===== config.mk =====
export PLATFORM = sky130hd
export DESIGN_NAME = umcl_modem_control
export DESIGN_NICKNAME = d
export VERILOG_FILES = /design/src/include/umcl_pkg.sv /design/src/hw/umcl_pin_sync.sv /design/src/hw/umcl_modem_control.sv
export SDC_FILE = /design/constraint.sdc
export NUM_CORES = 1
export LEC_CHECK = 0
export BUFFER_PORTS_ARGS = -buffer_cell sky130_fd_sc_hd__buf_4
export CORE_UTILIZATION = 52
export DETAILED_ROUTE_END_ITERATION = 8
export GPL_ROUTABILITY_DRIVEN = 0
export PLACE_DENSITY = 0.77
export SLEW_MARGIN = 20
export SYNTH_ARGS = -nofsm -noshare
export SYNTH_HDL_FRONTEND = slang
export SYNTH_SLANG_ARGS = --single-unit

===== constraint.sdc =====
create_clock -name clk -period 1.65 [get_ports clk]
set_input_delay 0.4125 -clock clk [delete_from_list [all_inputs] [get_ports clk]]
set_output_delay 0.4125 -clock clk [all_outputs]
set_load 0.1 [all_outputs]

===== src/include/umcl_pkg.sv =====
// package of constants and types for the modem handshake control block
package umcl_pkg;

    // ------------------------------------------------------------
    // register bus
    // ------------------------------------------------------------
    localparam int ADDR_W = 4;
    localparam int DATA_W = 8;

    typedef struct packed {
        logic [ADDR_W-1:0] addr;
        logic [DATA_W-1:0] wdata;
        logic              wr;
        logic              rd;
    } umcl_busreq_s;

    // ------------------------------------------------------------
    // register offsets
    // ------------------------------------------------------------
    localparam logic [ADDR_W-1:0] OFS_HANDSHAKE_CTRL = 4'h0;
    localparam logic [ADDR_W-1:0] OFS_LINE_STATUS    = 4'h1;
    localparam logic [ADDR_W-1:0] OFS_FLOW_CTRL_LOW  = 4'h2;

    // ------------------------------------------------------------
    // modem_handshake_control fields
    // ------------------------------------------------------------
    localparam int HC_RCV_ENABLE    = 1;
    localparam int HC_LOOP          = 2;
    localparam int HC_RESERVED      = 3;
    localparam int HC_DTR           = 4;
    localparam int HC_RTS           = 5;
    localparam int HC_LOOP_RING     = 6;
    localparam int HC_LOOP_CARRIER  = 7;
    localparam logic [DATA_W-1:0] HC_WRITE_MASK = 8'hfe;
    localparam logic [DATA_W-1:0] HC_RESET      = 8'h00;

    // ------------------------------------------------------------
    // modem_line_status fields
    // ------------------------------------------------------------
    localparam int LS_CLEAR_TO_SEND = 4;
    localparam int LS_SET_READY     = 5;
    localparam int LS_RING          = 6;
    localparam int LS_CARRIER       = 7;

    // ------------------------------------------------------------
    // flow_control_low fields
    // ------------------------------------------------------------
    localparam int FC_RX_RTS_FLOW   = 5;
    localparam int FC_RX_DTR_FLOW   = 6;
    localparam int FC_MULTIDROP     = 7;
    localparam logic [DATA_W-1:0] FC_RESET = 8'h00;

    // ------------------------------------------------------------
    // pin inputs, order inside the synchroniser
    // ------------------------------------------------------------
    localparam int PIN_CNT      = 5;
    localparam int PIN_CTS      = 0;
    localparam int PIN_DSR      = 1;
    localparam int PIN_RI       = 2;
    localparam int PIN_DCD      = 3;
    localparam int PIN_SIN      = 4;
    localparam logic [PIN_CNT-1:0] PIN_IDLE = 5'h1f;

endpackage : umcl_pkg


===== src/hw/umcl_pin_sync.sv =====
// two flip-flop synchroniser for the asynchronous pin inputs
`timescale 1ns/10ps
`default_nettype none

module umcl_pin_sync #(
    parameter int WIDTH = 5,
    parameter logic [WIDTH-1:0] IDLE = '1
) (
    // clock and reset
    input  wire logic             clk,
    input  wire logic             rst,
    // pins and synchronised levels
    input  wire logic [WIDTH-1:0] pinIn,
    output var  logic [WIDTH-1:0] pinSync
);

    // ------------------------------------------------------------
    // one chain per pin; first stage feeds only the second
    // ------------------------------------------------------------
    genvar i;
    generate
        for (i = 0; i < WIDTH; i++) begin : g_chain
            logic stage1;
            always_ff @(posedge clk or posedge rst) begin
                if (rst) begin
                    stage1     <= IDLE[i];
                    pinSync[i] <= IDLE[i];
                end else begin
                    stage1     <= pinIn[i];
                    pinSync[i] <= stage1;
                end
            end
        end
    endgenerate

endmodule : umcl_pin_sync

`default_nettype wire


===== src/hw/umcl_modem_control.sv =====
// modem handshake control, loop-back and modem status for the serial port
//
// Summary of operation
// - in loop-back, data-terminal-ready control bit reads as modem status bit 4
// - in loop-back, request-to-send control bit reads as modem status bit 5
// - in loop-back, loop ring-indicator control bit reads as modem status bit 6
// - in loop-back, loop carrier-detect control bit reads as modem status bit 7
// - control bit 4 drives the low-active terminal ready pin, resets to 0
// - control bit 5 drives the low-active request-to-send pin, resets to 0
// - manual pin bits ignored under auto-flow control or multidrop bus mode
// - control bit 6 only matters in loop-back, copied into status bit 6
// - control bit 7 only matters in loop-back, copied into status bit 7
// - control bit 2 selects loop-back: serial out high, transmitter feeds receiver
// - in loop-back the four external modem inputs are disconnected
// - flow control bit 7 selects multidrop bus mode, overriding manual pin bits
`timescale 1ns/10ps
`default_nettype none

module umcl_modem_control (
    // clock and reset
    input  wire logic                       clk,
    input  wire logic                       rst,
    input  wire logic                       softReset,
    // register port
    input  wire umcl_pkg::umcl_busreq_s     busReq,
    output var  logic [umcl_pkg::DATA_W-1:0] rdData,
    // modem pins, low active
    input  wire logic                       ctsPinN,
    input  wire logic                       dsrPinN,
    input  wire logic                       riPinN,
    input  wire logic                       dcdPinN,
    output var  logic                       dtrPinN,
    output var  logic                       rtsPinN,
    // serial pins
    input  wire logic                       serialInPin,
    output var  logic                       serialOutPin,
    // transmitter and receiver side
    input  wire logic                       txSerial,
    input  wire logic                       txBusy,
    output var  logic                       rxSerial,
    output var  logic                       rxEnable,
    // automatic flow control requests
    input  wire logic                       autoDtrAssert,
    input  wire logic                       autoRtsAssert
);
    import umcl_pkg::*;

    // ------------------------------------------------------------
    // pin synchroniser
    // ------------------------------------------------------------
    logic [PIN_CNT-1:0] pinRaw;
    logic [PIN_CNT-1:0] pinSync;

    always_comb begin
        pinRaw          = PIN_IDLE;
        pinRaw[PIN_CTS] = ctsPinN;
        pinRaw[PIN_DSR] = dsrPinN;
        pinRaw[PIN_RI]  = riPinN;
        pinRaw[PIN_DCD] = dcdPinN;
        pinRaw[PIN_SIN] = serialInPin;
    end

    umcl_pin_sync #(
        .WIDTH (PIN_CNT),
        .IDLE  (PIN_IDLE)
    ) u_pin_sync (
        .clk     (clk),
        .rst     (rst),
        .pinIn   (pinRaw),
        .pinSync (pinSync)
    );

    // ------------------------------------------------------------
    // register state
    // ------------------------------------------------------------
    logic [DATA_W-1:0] handshakeCtrl;
    logic [DATA_W-1:0] flowCtrlLow;
    logic [DATA_W-1:0] next_handshakeCtrl;
    logic [DATA_W-1:0] next_flowCtrlLow;

    // soft reset clears control bits just like the hard reset
    always_comb begin
        next_handshakeCtrl = handshakeCtrl;
        next_flowCtrlLow   = flowCtrlLow;
        if (softReset) begin
            next_handshakeCtrl = HC_RESET;
            next_flowCtrlLow   = FC_RESET;
        end else if (busReq.wr) begin
            if (busReq.addr == OFS_HANDSHAKE_CTRL) begin
                // bit 3 is kept for readback only
                next_handshakeCtrl = busReq.wdata & HC_WRITE_MASK;
            end else if (busReq.addr == OFS_FLOW_CTRL_LOW) begin
                next_flowCtrlLow = busReq.wdata;
            end
        end
    end

    always_ff @(posedge clk or posedge rst) begin
        if (rst) begin
            handshakeCtrl <= HC_RESET;
            flowCtrlLow   <= FC_RESET;
        end else begin
            handshakeCtrl <= next_handshakeCtrl;
            flowCtrlLow   <= next_flowCtrlLow;
        end
    end

    // ------------------------------------------------------------
    // mode decode
    // ------------------------------------------------------------
    logic loopMode;
    logic multidrop;
    logic autoDtrFlow;
    logic autoRtsFlow;

    always_comb begin
        loopMode    = handshakeCtrl[HC_LOOP];
        multidrop   = flowCtrlLow[FC_MULTIDROP];
        autoDtrFlow = flowCtrlLow[FC_RX_DTR_FLOW];
        autoRtsFlow = flowCtrlLow[FC_RX_RTS_FLOW];
    end

    // ------------------------------------------------------------
    // modem status, bits 4 to 7
    // ------------------------------------------------------------
    logic [DATA_W-1:0] lineStatus;
    logic [DATA_W-1:0] next_lineStatus;

    // external pins are low active, status bits are high active
    always_comb begin
        next_lineStatus = '0;
        if (loopMode) begin
            // external inputs play no part here
            next_lineStatus[LS_CLEAR_TO_SEND] = handshakeCtrl[HC_DTR];
            next_lineStatus[LS_SET_READY]     = handshakeCtrl[HC_RTS];
            next_lineStatus[LS_RING]          = handshakeCtrl[HC_LOOP_RING];
            next_lineStatus[LS_CARRIER]       = handshakeCtrl[HC_LOOP_CARRIER];
        end else begin
            next_lineStatus[LS_CLEAR_TO_SEND] = ~pinSync[PIN_CTS];
            next_lineStatus[LS_SET_READY]     = ~pinSync[PIN_DSR];
            next_lineStatus[LS_RING]          = ~pinSync[PIN_RI];
            next_lineStatus[LS_CARRIER]       = ~pinSync[PIN_DCD];
        end
    end

    always_ff @(posedge clk or posedge rst) begin
        if (rst) begin
            lineStatus <= '0;
        end else begin
            lineStatus <= next_lineStatus;
        end
    end

    // ------------------------------------------------------------
    // handshake output pins
    // ------------------------------------------------------------
    logic next_dtrPinN;
    logic next_rtsPinN;

    // in multidrop mode the line driver follows the transmitter,
    // so terminal ready is left inactive there
    always_comb begin
        if (multidrop) begin
            next_dtrPinN = 1'b1;
            next_rtsPinN = ~txBusy;
        end else begin
            if (autoDtrFlow) begin
                next_dtrPinN = ~autoDtrAssert;
            end else begin
                next_dtrPinN = ~handshakeCtrl[HC_DTR];
            end
            if (autoRtsFlow) begin
                next_rtsPinN = ~autoRtsAssert;
            end else begin
                next_rtsPinN = ~handshakeCtrl[HC_RTS];
            end
        end
    end

    always_ff @(posedge clk or posedge rst) begin
        if (rst) begin
            dtrPinN <= 1'b1;
            rtsPinN <= 1'b1;
        end else begin
            dtrPinN <= next_dtrPinN;
            rtsPinN <= next_rtsPinN;
        end
    end

    // ------------------------------------------------------------
    // serial path and receiver enable
    // ------------------------------------------------------------
    logic next_serialOutPin;
    logic next_rxSerial;
    logic next_rxEnable;

    // one flop of delay on the loop path; the receiver samples
    // many clocks per bit, so this costs nothing
    always_comb begin
        if (loopMode) begin
            next_serialOutPin = 1'b1;
            next_rxSerial     = txSerial;
        end else begin
            next_serialOutPin = txSerial;
            next_rxSerial     = pinSync[PIN_SIN];
        end
        next_rxEnable = 1'b1;
        if (multidrop && !handshakeCtrl[HC_RCV_ENABLE] && txBusy) begin
            next_rxEnable = 1'b0;
        end
    end

    always_ff @(posedge clk or posedge rst) begin
        if (rst) begin
            serialOutPin <= 1'b1;
            rxSerial     <= 1'b1;
            rxEnable     <= 1'b1;
        end else begin
            serialOutPin <= next_serialOutPin;
            rxSerial     <= next_rxSerial;
            rxEnable     <= next_rxEnable;
        end
    end

    // ------------------------------------------------------------
    // register readback
    // ------------------------------------------------------------
    logic [DATA_W-1:0] next_rdData;

    // unmapped offsets read as zero
    always_comb begin
        next_rdData = '0;
        if (busReq.rd) begin
            if (busReq.addr == OFS_HANDSHAKE_CTRL) begin
                next_rdData = handshakeCtrl;
            end else if (busReq.addr == OFS_LINE_STATUS) begin
                next_rdData = lineStatus;
            end else if (busReq.addr == OFS_FLOW_CTRL_LOW) begin
                next_rdData = flowCtrlLow;
            end
        end
    end

    always_ff @(posedge clk or posedge rst) begin
        if (rst) begin
            rdData <= '0;
        end else begin
            rdData <= next_rdData;
        end
    end

endmodule : umcl_modem_control

`default_nettype wire


Word-level counts from Yosys, hierarchy flattened. Cells that the tools add are included.

Flip-flop bits (word level): 43. Word-level logic and storage cells: 59.

Equal/unequal tests: 3. Multiplexer cells: 19. Bitwise logic cells: 9. Reduce and logical (&&, ||, !) cells: 9.

Operators with widths (number): two-way mux 8 bit (11); NOT 1 bit (9); two-way mux 1 bit (7); nonzero test 2 bit (3); == test 4 x 1 -> 1 bit (second input constant) (1); == test 4 x 2 -> 1 bit (second input constant) (1); logical NOT 4 bit (1); two-way mux 4 bit (1); AND reduction 3 bit (1); logical AND 1 bit (2); != test 2 bit (second input constant) (1); AND reduction 2 bit (1); logical NOT 1 bit (1).

Logic depth before layout (Yosys ltp). Gate-level depths: netlist of run 1.

Depth after elaboration: 5. Depth in mapped cells: 4.

Cells and area by module. Synthesis of run 1 repeated with hierarchy kept, for this count alone.

Cells, all modules: 137. Area, all modules: 1734.2 um^2.

Modules (own cells, without submodules): umcl_modem_control (instances 1, cells an instance 126, area an instance 1467.7 um^2); umcl_pin_sync (instances 1, cells an instance 11, area an instance 266.5 um^2).

Least setup slack after synthesis of run 1. Ideal clock, no wire load.

Path type: input -> register. Start point: in busReq[10] in the netlist's numbering. End point: reg rdData[4] in the netlist's numbering. Setup time: 122 ps. Arrival: 1294 ps. Path slack: 234 ps. Stages: 4. Path buffers: 1. Path through: buf_2 or4_2 nor2_1 nor3b_1.

Cells in the longest elaborated chain, start to end: 5. Elaborated cells on any way between the ends: 7. Classes of those cells: eq/ne: 2; mux: 4; reduce/logical: 1.

Ends and longest elaborated chain: start: declaration (line umcl_modem_control.sv:25) `input wire umcl_pkg::umcl_busreq_s busReq,`; == test 4 x 2 -> 1 bit (line umcl_modem_control.sv:238) `end else if (busReq.addr == OFS_FLOW_CTRL_LOW) begin`; two-way mux 8 bit (line umcl_modem_control.sv:238); two-way mux 8 bit (line umcl_modem_control.sv:236) `end else if (busReq.addr == OFS_LINE_STATUS) begin`; two-way mux 8 bit (*) (line umcl_modem_control.sv:234) `if (busReq.addr == OFS_HANDSHAKE_CTRL) begin`; two-way mux 8 bit (*) (line umcl_modem_control.sv:233) `if (busReq.rd) begin`; via next_rdData[4] (line umcl_modem_control.sv:228) `logic [DATA_W-1:0] next_rdData;`; end signal: assignment (line umcl_modem_control.sv:248) `rdData <= next_rdData;`; end: declaration (line umcl_modem_control.sv:26) `output var logic [umcl_pkg::DATA_W-1:0] rdData,`.

Mark *: on every way through the listed nets, which the timed path passes. The rest lies on a longest branch. A chain may end at the register's enable or synchronous reset.

Final worst setup path of run 1.
Start point: reg rxSerial. End point: out rxSerial.

RTL lines: start: declaration (line umcl_modem_control.sv:40) `output var logic rxSerial,`; start signal: assignment (line umcl_modem_control.sv:220) `rxSerial <= next_rxSerial;`.

No word-level cell between the ends.

==> flow_summary.yaml, run 1 <==
worst_setup_path:
  crit_fanout: 1
  worstSetupEndpointType: "output port"
  slowest_stage: "dfstp_2"
  cpPeakStageDelay_ps: 540
  critPathRequiredTime_ps: 1240
  crit_buf_inv: 1
  worstPathCellList: "buf_4"
  cp.arrival_ps: 1180
  worstSetupPathType: "flip-flop to output port"
  cp-start-kind: "flip-flop"
  crit_family: "flip-flops"
global_routing:
  grt_pass1_vias: 1021
  grtUsageMet1_pct: 26.6
  grt_use_met3_pct: 6.06
  grt_max_degree: 43
  grtUsageTotal_pct: 19.8
  busiest_layer: "met2"
  grt-ovfl-total: 0
  use_met2_pct: 28.1
  antenna_found_initial: 0
  grt_pass1_wl_mm: 4.83
logic_synthesis:
  yosys.area.top_type: "dfrtp_1"
  yosysTopAreaCellShare_pct: 38.9
  synth-main-ff-cell: "dfrtp_1"
  netlist_instances: 136
  synth.area.top_cells: "dfrtp_1 39%, dfstp_2 23%, mux2i_1 9.2%, nand2b_1 7.9%, nor2b_1 2.5%"
  syn_nets: 162
  seq_area_frac_synth_pct: 61.6
  yosysWarnings: 0
  synth-async-reset-ratio_pct: 100
  yosysUniqueCellTypes: 26
  synth_most_common_cell: "dfrtp_1"
  synth_seq_cells: 42
  synth_area_um2: 1740
  syn_area_per_cell_um2: 12.8
  synthTopCellsByCount: "27 x dfrtp_1, 22 x nand2b_1, 16 x mux2i_1"
  synth_edf_count: 0
power:
  swShare_pct: 23.5
  p_per_area_nw_per_um2: 946
  power_frac_seq_pct: 52.8
  p_clk_share_pct: 37.3
  comb_power_share_pct: 9.8
  vdd_drop_max_v: 0.000724
  p_sw_uw: 480
  p_leak_uw: 0.000999
  p_int_uw: 1570
timing:
  fin_worst_skew_ps: 6.81
  relSlewSlack_pct: 67.1
  clock.fmax_ghz: 0.629
  finalWorstSetupSlack_ps: 59.9
  setup_viol: 0
  setup_tns_ps: 0
  rsz0062_at_grt: "no"
  finalCritPeriodShare_pct: 96.4
  hold_viol: 0
  drv_slew: 0
  min_period_ps: 1590
  max_slew.worst_pin.slew_ps: 493
job:
  drv_cap: 0
finish:
  areaGrowthSynthToFinish_pct: 24.7
  drive_gt1_share_pct: 40.6
  fillers: 240
  antenna_cells: 0
  multi_input_area_um2: 607
  seq_area_um2: 1070
  nets: 205
die:
  dieArea_um2: 3570
  dieWidth_um: 59.8
  coreArea_um2: 3100
  boundaryPins: 39
  dieHeight_um: 59.8
  initial_core_util_pct: 55.9
  rows: 20
route:
  routedWlPerCell_um: 14.1
  viasPerCell: 4.95
  wirelength_mm: 3.17
  initialDrtViolationCount: 55
  drc: 0
  drtAntennaViolNets: 0
  drt_first_pass_iters: 4
  vias: 1109
outcome:
  status: "finished, final reports clean"
clock_network:
  cts_root_buffer: "clkbuf_4"
  post_cts_buffers: 0
  cts_buffers: 5
  cts_sinks: 42
  h-tree-depth: 2
  cts_resized: 0
  clk_latency_ps: 360
  hold_buffers: 0
  clkSlewWorstSetupHoldPaths_ps: 130
  clock_path_buffers: 2
  cts_tree: "done"
placed_design:
  io_buffers: 38
  pre_cts_slack_ps: 13.0
  dpl.hpwl_mm: 2.14
hold_path:
  hold_class: "input port to flip-flop"
==> area by class of cell <==
class	instances	area share, %
inverter	6	1.04
clock inverter	2	1.79
sequential	42	49.5
timing repair buffer	41	14.2
clock buffer	6	2.89
multi-input combinational	83	28.1
tap	44	2.54
==> worst paths after layout <==
path	start	endpoint	slack [ps]	cells past startpoint
worst max-delay path	rxSerial	rxSerial	60	1
worst max register to register	handshakeCtrl[2]	rxSerial	650	1
min in group asynchronous	rst	flowCtrlLow[5]	160	3
max in group asynchronous	rst	rxEnable	1130	3
worst min-delay path	dsrPinN	u_pin_sync.g_chain[1].stage1	140	1
worst min register to register	u_pin_sync.g_chain[3].stage1	u_pin_sync.pinSync[3]	360	0
==> cells in the final DEF, fill, tap and decap left out, drive strengths merged <==
| cell | instances |
|---|---|
| inv | 6 |
| nor4b | 1 |
| clkbuf | 6 |
| nand2b | 22 |
| nor3b | 4 |
| nor2b | 7 |
| dfstp | 15 |
| o22ai | 4 |
| nand4b | 1 |
| nor4 | 1 |
| dfrtp | 27 |
| or2 | 1 |
| and2 | 1 |
| mux2 | 2 |
| and3 | 1 |
| nand2 | 6 |
| mux2i | 16 |
| buf | 41 |
| a21oi | 1 |
| nor2 | 6 |
| clkinv | 1 |
| or4 | 1 |
| a22oi | 3 |
| bufinv | 1 |
| nand3b | 1 |
| o21ai | 4 |
==> cell families (layout without fill, tap and decap cells) <==
kind of cell    count (synthesis)  count (layout)  synth area share (%)
compound gates                 12              12                  4.18
buf+inv                        11              55                  3.39
mux                            18              18                  10.5
simple gates                   53              53                  20.3
flops                          42              42                  61.6
==> sequential cells by signal (all words and copies together), names as in the netlist <==
signal / cells
u_pin_sync.pinSync: 5
rtsPinN: 1
flowCtrlLow: 8
lineStatus: 4
u_pin_sync.g_chain.stage1: 5
serialOutPin: 1
dtrPinN: 1
rdData: 8
handshakeCtrl: 7
rxSerial: 1
rxEnable: 1
==> power groups by stage <==
stage / clock network [uW] / logic, uW / registers [uW]
final: 764 / 201 / 1080
after floorplan: 0 / 72.6 / 1150
after global routing: 817 / 217 / 1090
after CTS: 775 / 203 / 1080
after global placement: 0 / 197 / 1100
after detailed placement: 0 / 202 / 1100
==> metrics by stage <==
stage               instance area [um^2]  total power [uW]  cells  hold slack [ps]  utilization [%]
global route                        2160              2120    224              104             69.7
detailed placement                  2060              1300    216              347             66.5
global placement                    2060              1300    216              346             66.5
floorplan                           1740              1220    136              345                -
CTS                                 2160              2060    224              125             69.7
finish                              2160              2050    224              139             69.7
==> layer usage <==
layer | vias up | wire length (um)
li1 | 537 | -
met1 | 523 | 1460
met2 | 37 | 1430
met3 | 12 | 178
met4 | 0 | 101
met5 | - | 0
No activity file was read; power rests on OpenSTA's default activity.
==> run 2, diff against run 1 <==
- SETUP_SLACK_MARGIN: not set -> 0.4
==> flow_summary.yaml, run 2 (synthesized netlist as in run 1, its figures left out) <==
placed_design:
  io_buffers: 38
  dpl.hpwl_mm: 2.36
  pre_cts_slack_ps: 172
power:
  swShare_pct: 23.3
  p_per_area_nw_per_um2: 854
  p_int_uw: 1490
  p_leak_uw: 0.00100
  vdd_drop_max_v: 0.000723
  comb_power_share_pct: 11.3
  power_uw: 1940
  p_sw_uw: 453
  p_clk_share_pct: 32.8
  power_frac_seq_pct: 55.9
worst_setup_path:
  worstPathCellList: "buf_12"
  cp.arrival_ps: 1080
  crit_family: "flip-flops"
  slowest_stage: "dfstp_2"
  worstSetupPathType: "flip-flop to output port"
  rrSetupSlack_ps: 650
  timing.rr.start: "handshakeCtrl[2]"
  r2r_end: "rxSerial"
  cp-start-kind: "flip-flop"
  crit_cells: 1
  crit_fanout: 1
  cpPeakStageDelay_ps: 570
  ff2ff_path_depth: 1
  crit_buf_inv: 1
  worstSetupEndpointType: "output port"
  critPathRequiredTime_ps: 1240
job:
  drv_cap: 0
finish:
  antenna_cells: 0
  post-route-util_pct: 73.3
  top_regs: "flowCtrlLow x8, rdData x8, handshakeCtrl x7"
  drive_gt1_share_pct: 44.7
  final_cell_mix: "26 x buf_4, 22 x nand2b_1, 19 x dfrtp_1"
  layout_commonest_cell: "buf_4"
  nets: 204
  areaGrowthSynthToFinish_pct: 31.0
route:
  wirelength_mm: 3.17
  vias: 1149
  routedWlPerCell_um: 14.2
  drt_first_pass_iters: 4
  drtAntennaViolNets: 0
  viasPerCell: 5.15
  initialDrtViolationCount: 47
  drc: 0
die:
  initial_core_util_pct: 55.9
  boundaryPins: 39
  dieArea_um2: 3570
  dieHeight_um: 59.8
  coreArea_um2: 3100
  rows: 20
  dieWidth_um: 59.8
global_routing:
  grt_pass1_vias: 1195
  antenna_found_initial: 0
  grt_max_degree: 27
  grt-ovfl-total: 0
  grt_pass1_wl_mm: 5.32
  grtUsageTotal_pct: 21.2
clock_network:
  hold_buffers: 0
  clk_latency_ps: 350
  cts_resized: 24
  post_cts_buffers: 0
  cts_buffers: 5
  h-tree-depth: 2
  clock_path_buffers: 2
  cts_root_buffer: "clkbuf_4"
  clkSlewWorstSetupHoldPaths_ps: 120
  cts_sinks: 42
  cts_tree: "done"
timing:
  rsz0062_at_grt: "yes"
  drv_slew: 0
  hold_ws_ps: 101
  hold_viol: 0
  clock.fmax_ghz: 0.668
  setup_tns_ps: 0
  setup_viol: 0
  finalCritPeriodShare_pct: 90.7
  max_slew.worst_pin.slew_ps: 546
  relSlewSlack_pct: 63.5
  finalWorstSetupSlack_ps: 154
  fin_worst_skew_ps: 7.50
  min_period_ps: 1500
hold_path:
  hold_class: "input port to async pin"
outcome:
  status: "finished, final reports clean"
## run 2: changes by cell type in the layout (fill, tap and decap cells not counted), moves of 3 or more
| cell | delta |
|---|---|
| buf_4 | -15 |
| buf_6 | +3 |
| dfrtp_1 | -8 |
| buf_12 | +6 |
| buf_8 | +5 |
| dfrtp_2 | +8 |
## run 2: final cells by class
cell class / count / area (um^2)
sequential: 42 / 1080
fill: 230 / 830
multi-input combinational: 83 / 609
timing repair buffer: 40 / 424
tap: 44 / 55.1
clock buffer: 6 / 41.3
clock inverter: 2 / 37.5
inverter: 6 / 26.3
## run 2: how the worst max path moves through the flow
stage                     startpoint               end  slack, ps
final                        rtsPinN           rtsPinN        150
after global routing         rtsPinN           rtsPinN        130
after CTS                    rtsPinN           rtsPinN        140
after detailed placement  busReq[13]  handshakeCtrl[4]        170
after global placement    busReq[13]  handshakeCtrl[3]        230
after floorplan           busReq[13]    flowCtrlLow[1]        340
## run 2: metrics by stage
stage,std cells,instance area [um^2]
2_1_floorplan,136,1760
3_3_place_gp,215,2080
3_5_place_dp,215,2080
4_1_cts,223,2260
5_1_grt,223,2270
6_report,223,2270
## run 2: metal layers
layer | part of all wire [%] | global-route usage, %
met5 | 0 | 0
met4 | 2.9 | 13.3
met3 | 6.3 | 4.98
met2 | 51 | 34.6
met1 | 39 | 25.2
## run 2: power by group through the flow
stage | Combinational (uW) | Sequential [uW] | Clock (uW)
after floorplan | 75.2 | 1150 | 0
after global placement | 201 | 1100 | 0
after detailed placement | 208 | 1100 | 0
after CTS | 220 | 1090 | 654
after global routing | 235 | 1090 | 685
final | 219 | 1090 | 638
==> run 3, diff against run 2 <==
==> constraint.sdc (replaced) <==
create_clock -name clk -period 1.65 [get_ports clk]
set_input_delay 0 -clock clk [delete_from_list [all_inputs] [get_ports clk]]
set_output_delay 0 -clock clk [all_outputs]
set_load 0.1 [all_outputs]
==> flow_summary.yaml, run 3 (synthesized netlist as in run 1, its figures left out) <==
worst_setup_path:
  crit_fanout: 1
  cp-start-kind: "flip-flop"
  crit_cells: 1
  worstSetupEndpointType: "output port"
  crit_path_end: "dtrPinN"
  cpPeakStageDelay_ps: 550
  critPathRequiredTime_ps: 1650
  crit_family: "flip-flops"
  r2r_end: "rxSerial"
  crit_buf_inv: 1
  worstSetupPathType: "flip-flop to output port"
  slowest_stage: "dfstp_2"
  cp.arrival_ps: 1180
  timing.rr.start: "handshakeCtrl[2]"
  worstSetupStartpoint: "dtrPinN"
  rrSetupSlack_ps: 660
  worstPathCellList: "buf_4"
  ff2ff_path_depth: 1
route:
  wirelength_mm: 3.26
  vias: 1196
  viasPerCell: 4.90
  drt_first_pass_iters: 5
  initialDrtViolationCount: 53
  routedWlPerCell_um: 13.4
  drc: 0
  drtAntennaViolNets: 0
timing:
  rsz0062_at_grt: "no"
  hold_viol: 0
  setup_tns_ps: 0
  max_slew.worst_pin.slew_ps: 494
  min_period_ps: 1180
  clock.fmax_ghz: 0.845
  setup_viol: 0
  finalCritPeriodShare_pct: 71.7
  relSlewSlack_pct: 67.0
  fin_worst_skew_ps: 4.46
  drv_slew: 0
clock_network:
  cts_buffers: 5
  clock_path_buffers: 2
  cts_sinks: 42
  h-tree-depth: 2
  cts_root_buffer: "clkbuf_4"
  post_cts_buffers: 0
  clkSlewWorstSetupHoldPaths_ps: 120
  clk_latency_ps: 350
  cts_tree: "done"
global_routing:
  grt_pass1_wl_mm: 5.22
  grtUsageTotal_pct: 20.6
  grt_max_degree: 43
  grt-ovfl-total: 0
  grt_pass1_vias: 1161
  antenna_found_initial: 0
die:
  rows: 20
  initial_core_util_pct: 55.9
  dieWidth_um: 59.8
  dieHeight_um: 59.8
  coreArea_um2: 3100
  dieArea_um2: 3570
  boundaryPins: 39
finish:
  antenna_cells: 0
  nets: 225
  drive_gt1_share_pct: 36.0
  areaGrowthSynthToFinish_pct: 35.2
  fillers: 209
  final_cell_mix: "40 x buf_4, 27 x dfrtp_1, 22 x nand2b_1"
  design_area_um2: 2350
  top_regs: "flowCtrlLow x8, rdData x8, handshakeCtrl x7"
  layout_commonest_cell: "buf_4"
placed_design:
  dpl.hpwl_mm: 2.10
  place_area_um2: 2050
  io_buffers: 38
job:
  drv_cap: 0
power:
  p_leak_uw: 0.00107
  vdd_drop_max_v: 0.000633
  p_per_area_nw_per_um2: 846
hold_path:
  hold_class: "input port to flip-flop"
  min_from: "softReset"
outcome:
  status: "finished, final reports clean"
## run 3: cell count changes in the layout (fill, tap and decap cells not counted)
cell           previous run  this run
dlygate4sd3_1             0        21
buf_12                    6         0
clkinvlp_4                2         0
buf_6                     3         0
dfrtp_2                   8         0
buf_4                    26        40
dfrtp_1                  19        27
buf_8                     5         0
inv_1                     5         6
inv_6                     0         1
clkbuf_1                  1         0
or4_4                     1         0
clkinv_2                  0         1
or4_2                     0         1
## run 3: repair_timing
action                                  4_1_cts  5_1_grt
hold buffers                                 21        0
endpoints found under the setup margin        0        0
hold endpoints to repair                     60        0
gates resized for setup                       0        0
## run 3: power by group
part | switching, uW | internal, uW
clock | 343 | 322
sequential | 11.0 | 1070
combinational | 126 | 112
total | 480 | 1500
## run 3: worst min path at each step
stage,endpoint,cells past startpoint,slack [ps]
detailed placement,u_pin_sync.g_chain[0].stage1,1,110
CTS,rdData[5],4,20
global route,rdData[5],4,50
global placement,u_pin_sync.g_chain[1].stage1,1,110
floorplan,u_pin_sync.g_chain[0].stage1,0,4
finish,flowCtrlLow[3],3,40
## run 3: cell type report
| type | instances | area [um^2] | share of cell area [%] |
|---|---|---|---|
| sequential | 42 | 1070 | 45.6 |
| multi-input combinational | 83 | 607 | 25.9 |
| timing repair buffer | 61 | 510 | 21.8 |
| tap | 44 | 55.1 | 2.35 |
| clock inverter | 3 | 43.8 | 1.87 |
| clock buffer | 5 | 37.5 | 1.60 |
| inverter | 6 | 22.5 | 0.960 |
## run 3: metrics by stage
step	setup slack (ps)	utilization, %	total power (uW)	hold slack, ps	instances
floorplan	627	-	1220	4.48	136
global placement	520	66.2	1290	108	215
detailed placement	489	66.2	1300	110	215
CTS	464	75.6	2000	16.6	244
global route	421	75.6	2060	48.5	244
finish	466	75.6	1980	43.2	244
## run 3: metal layers
layer / wire (um) / vias up / global-route usage (%)
met5: 0 / - / 0
met4: 45 / 0 / 7.64
met3: 171 / 4 / 5.84
met2: 1640 / 40 / 32.7
met1: 1400 / 567 / 27.1
li1: - / 585 / -
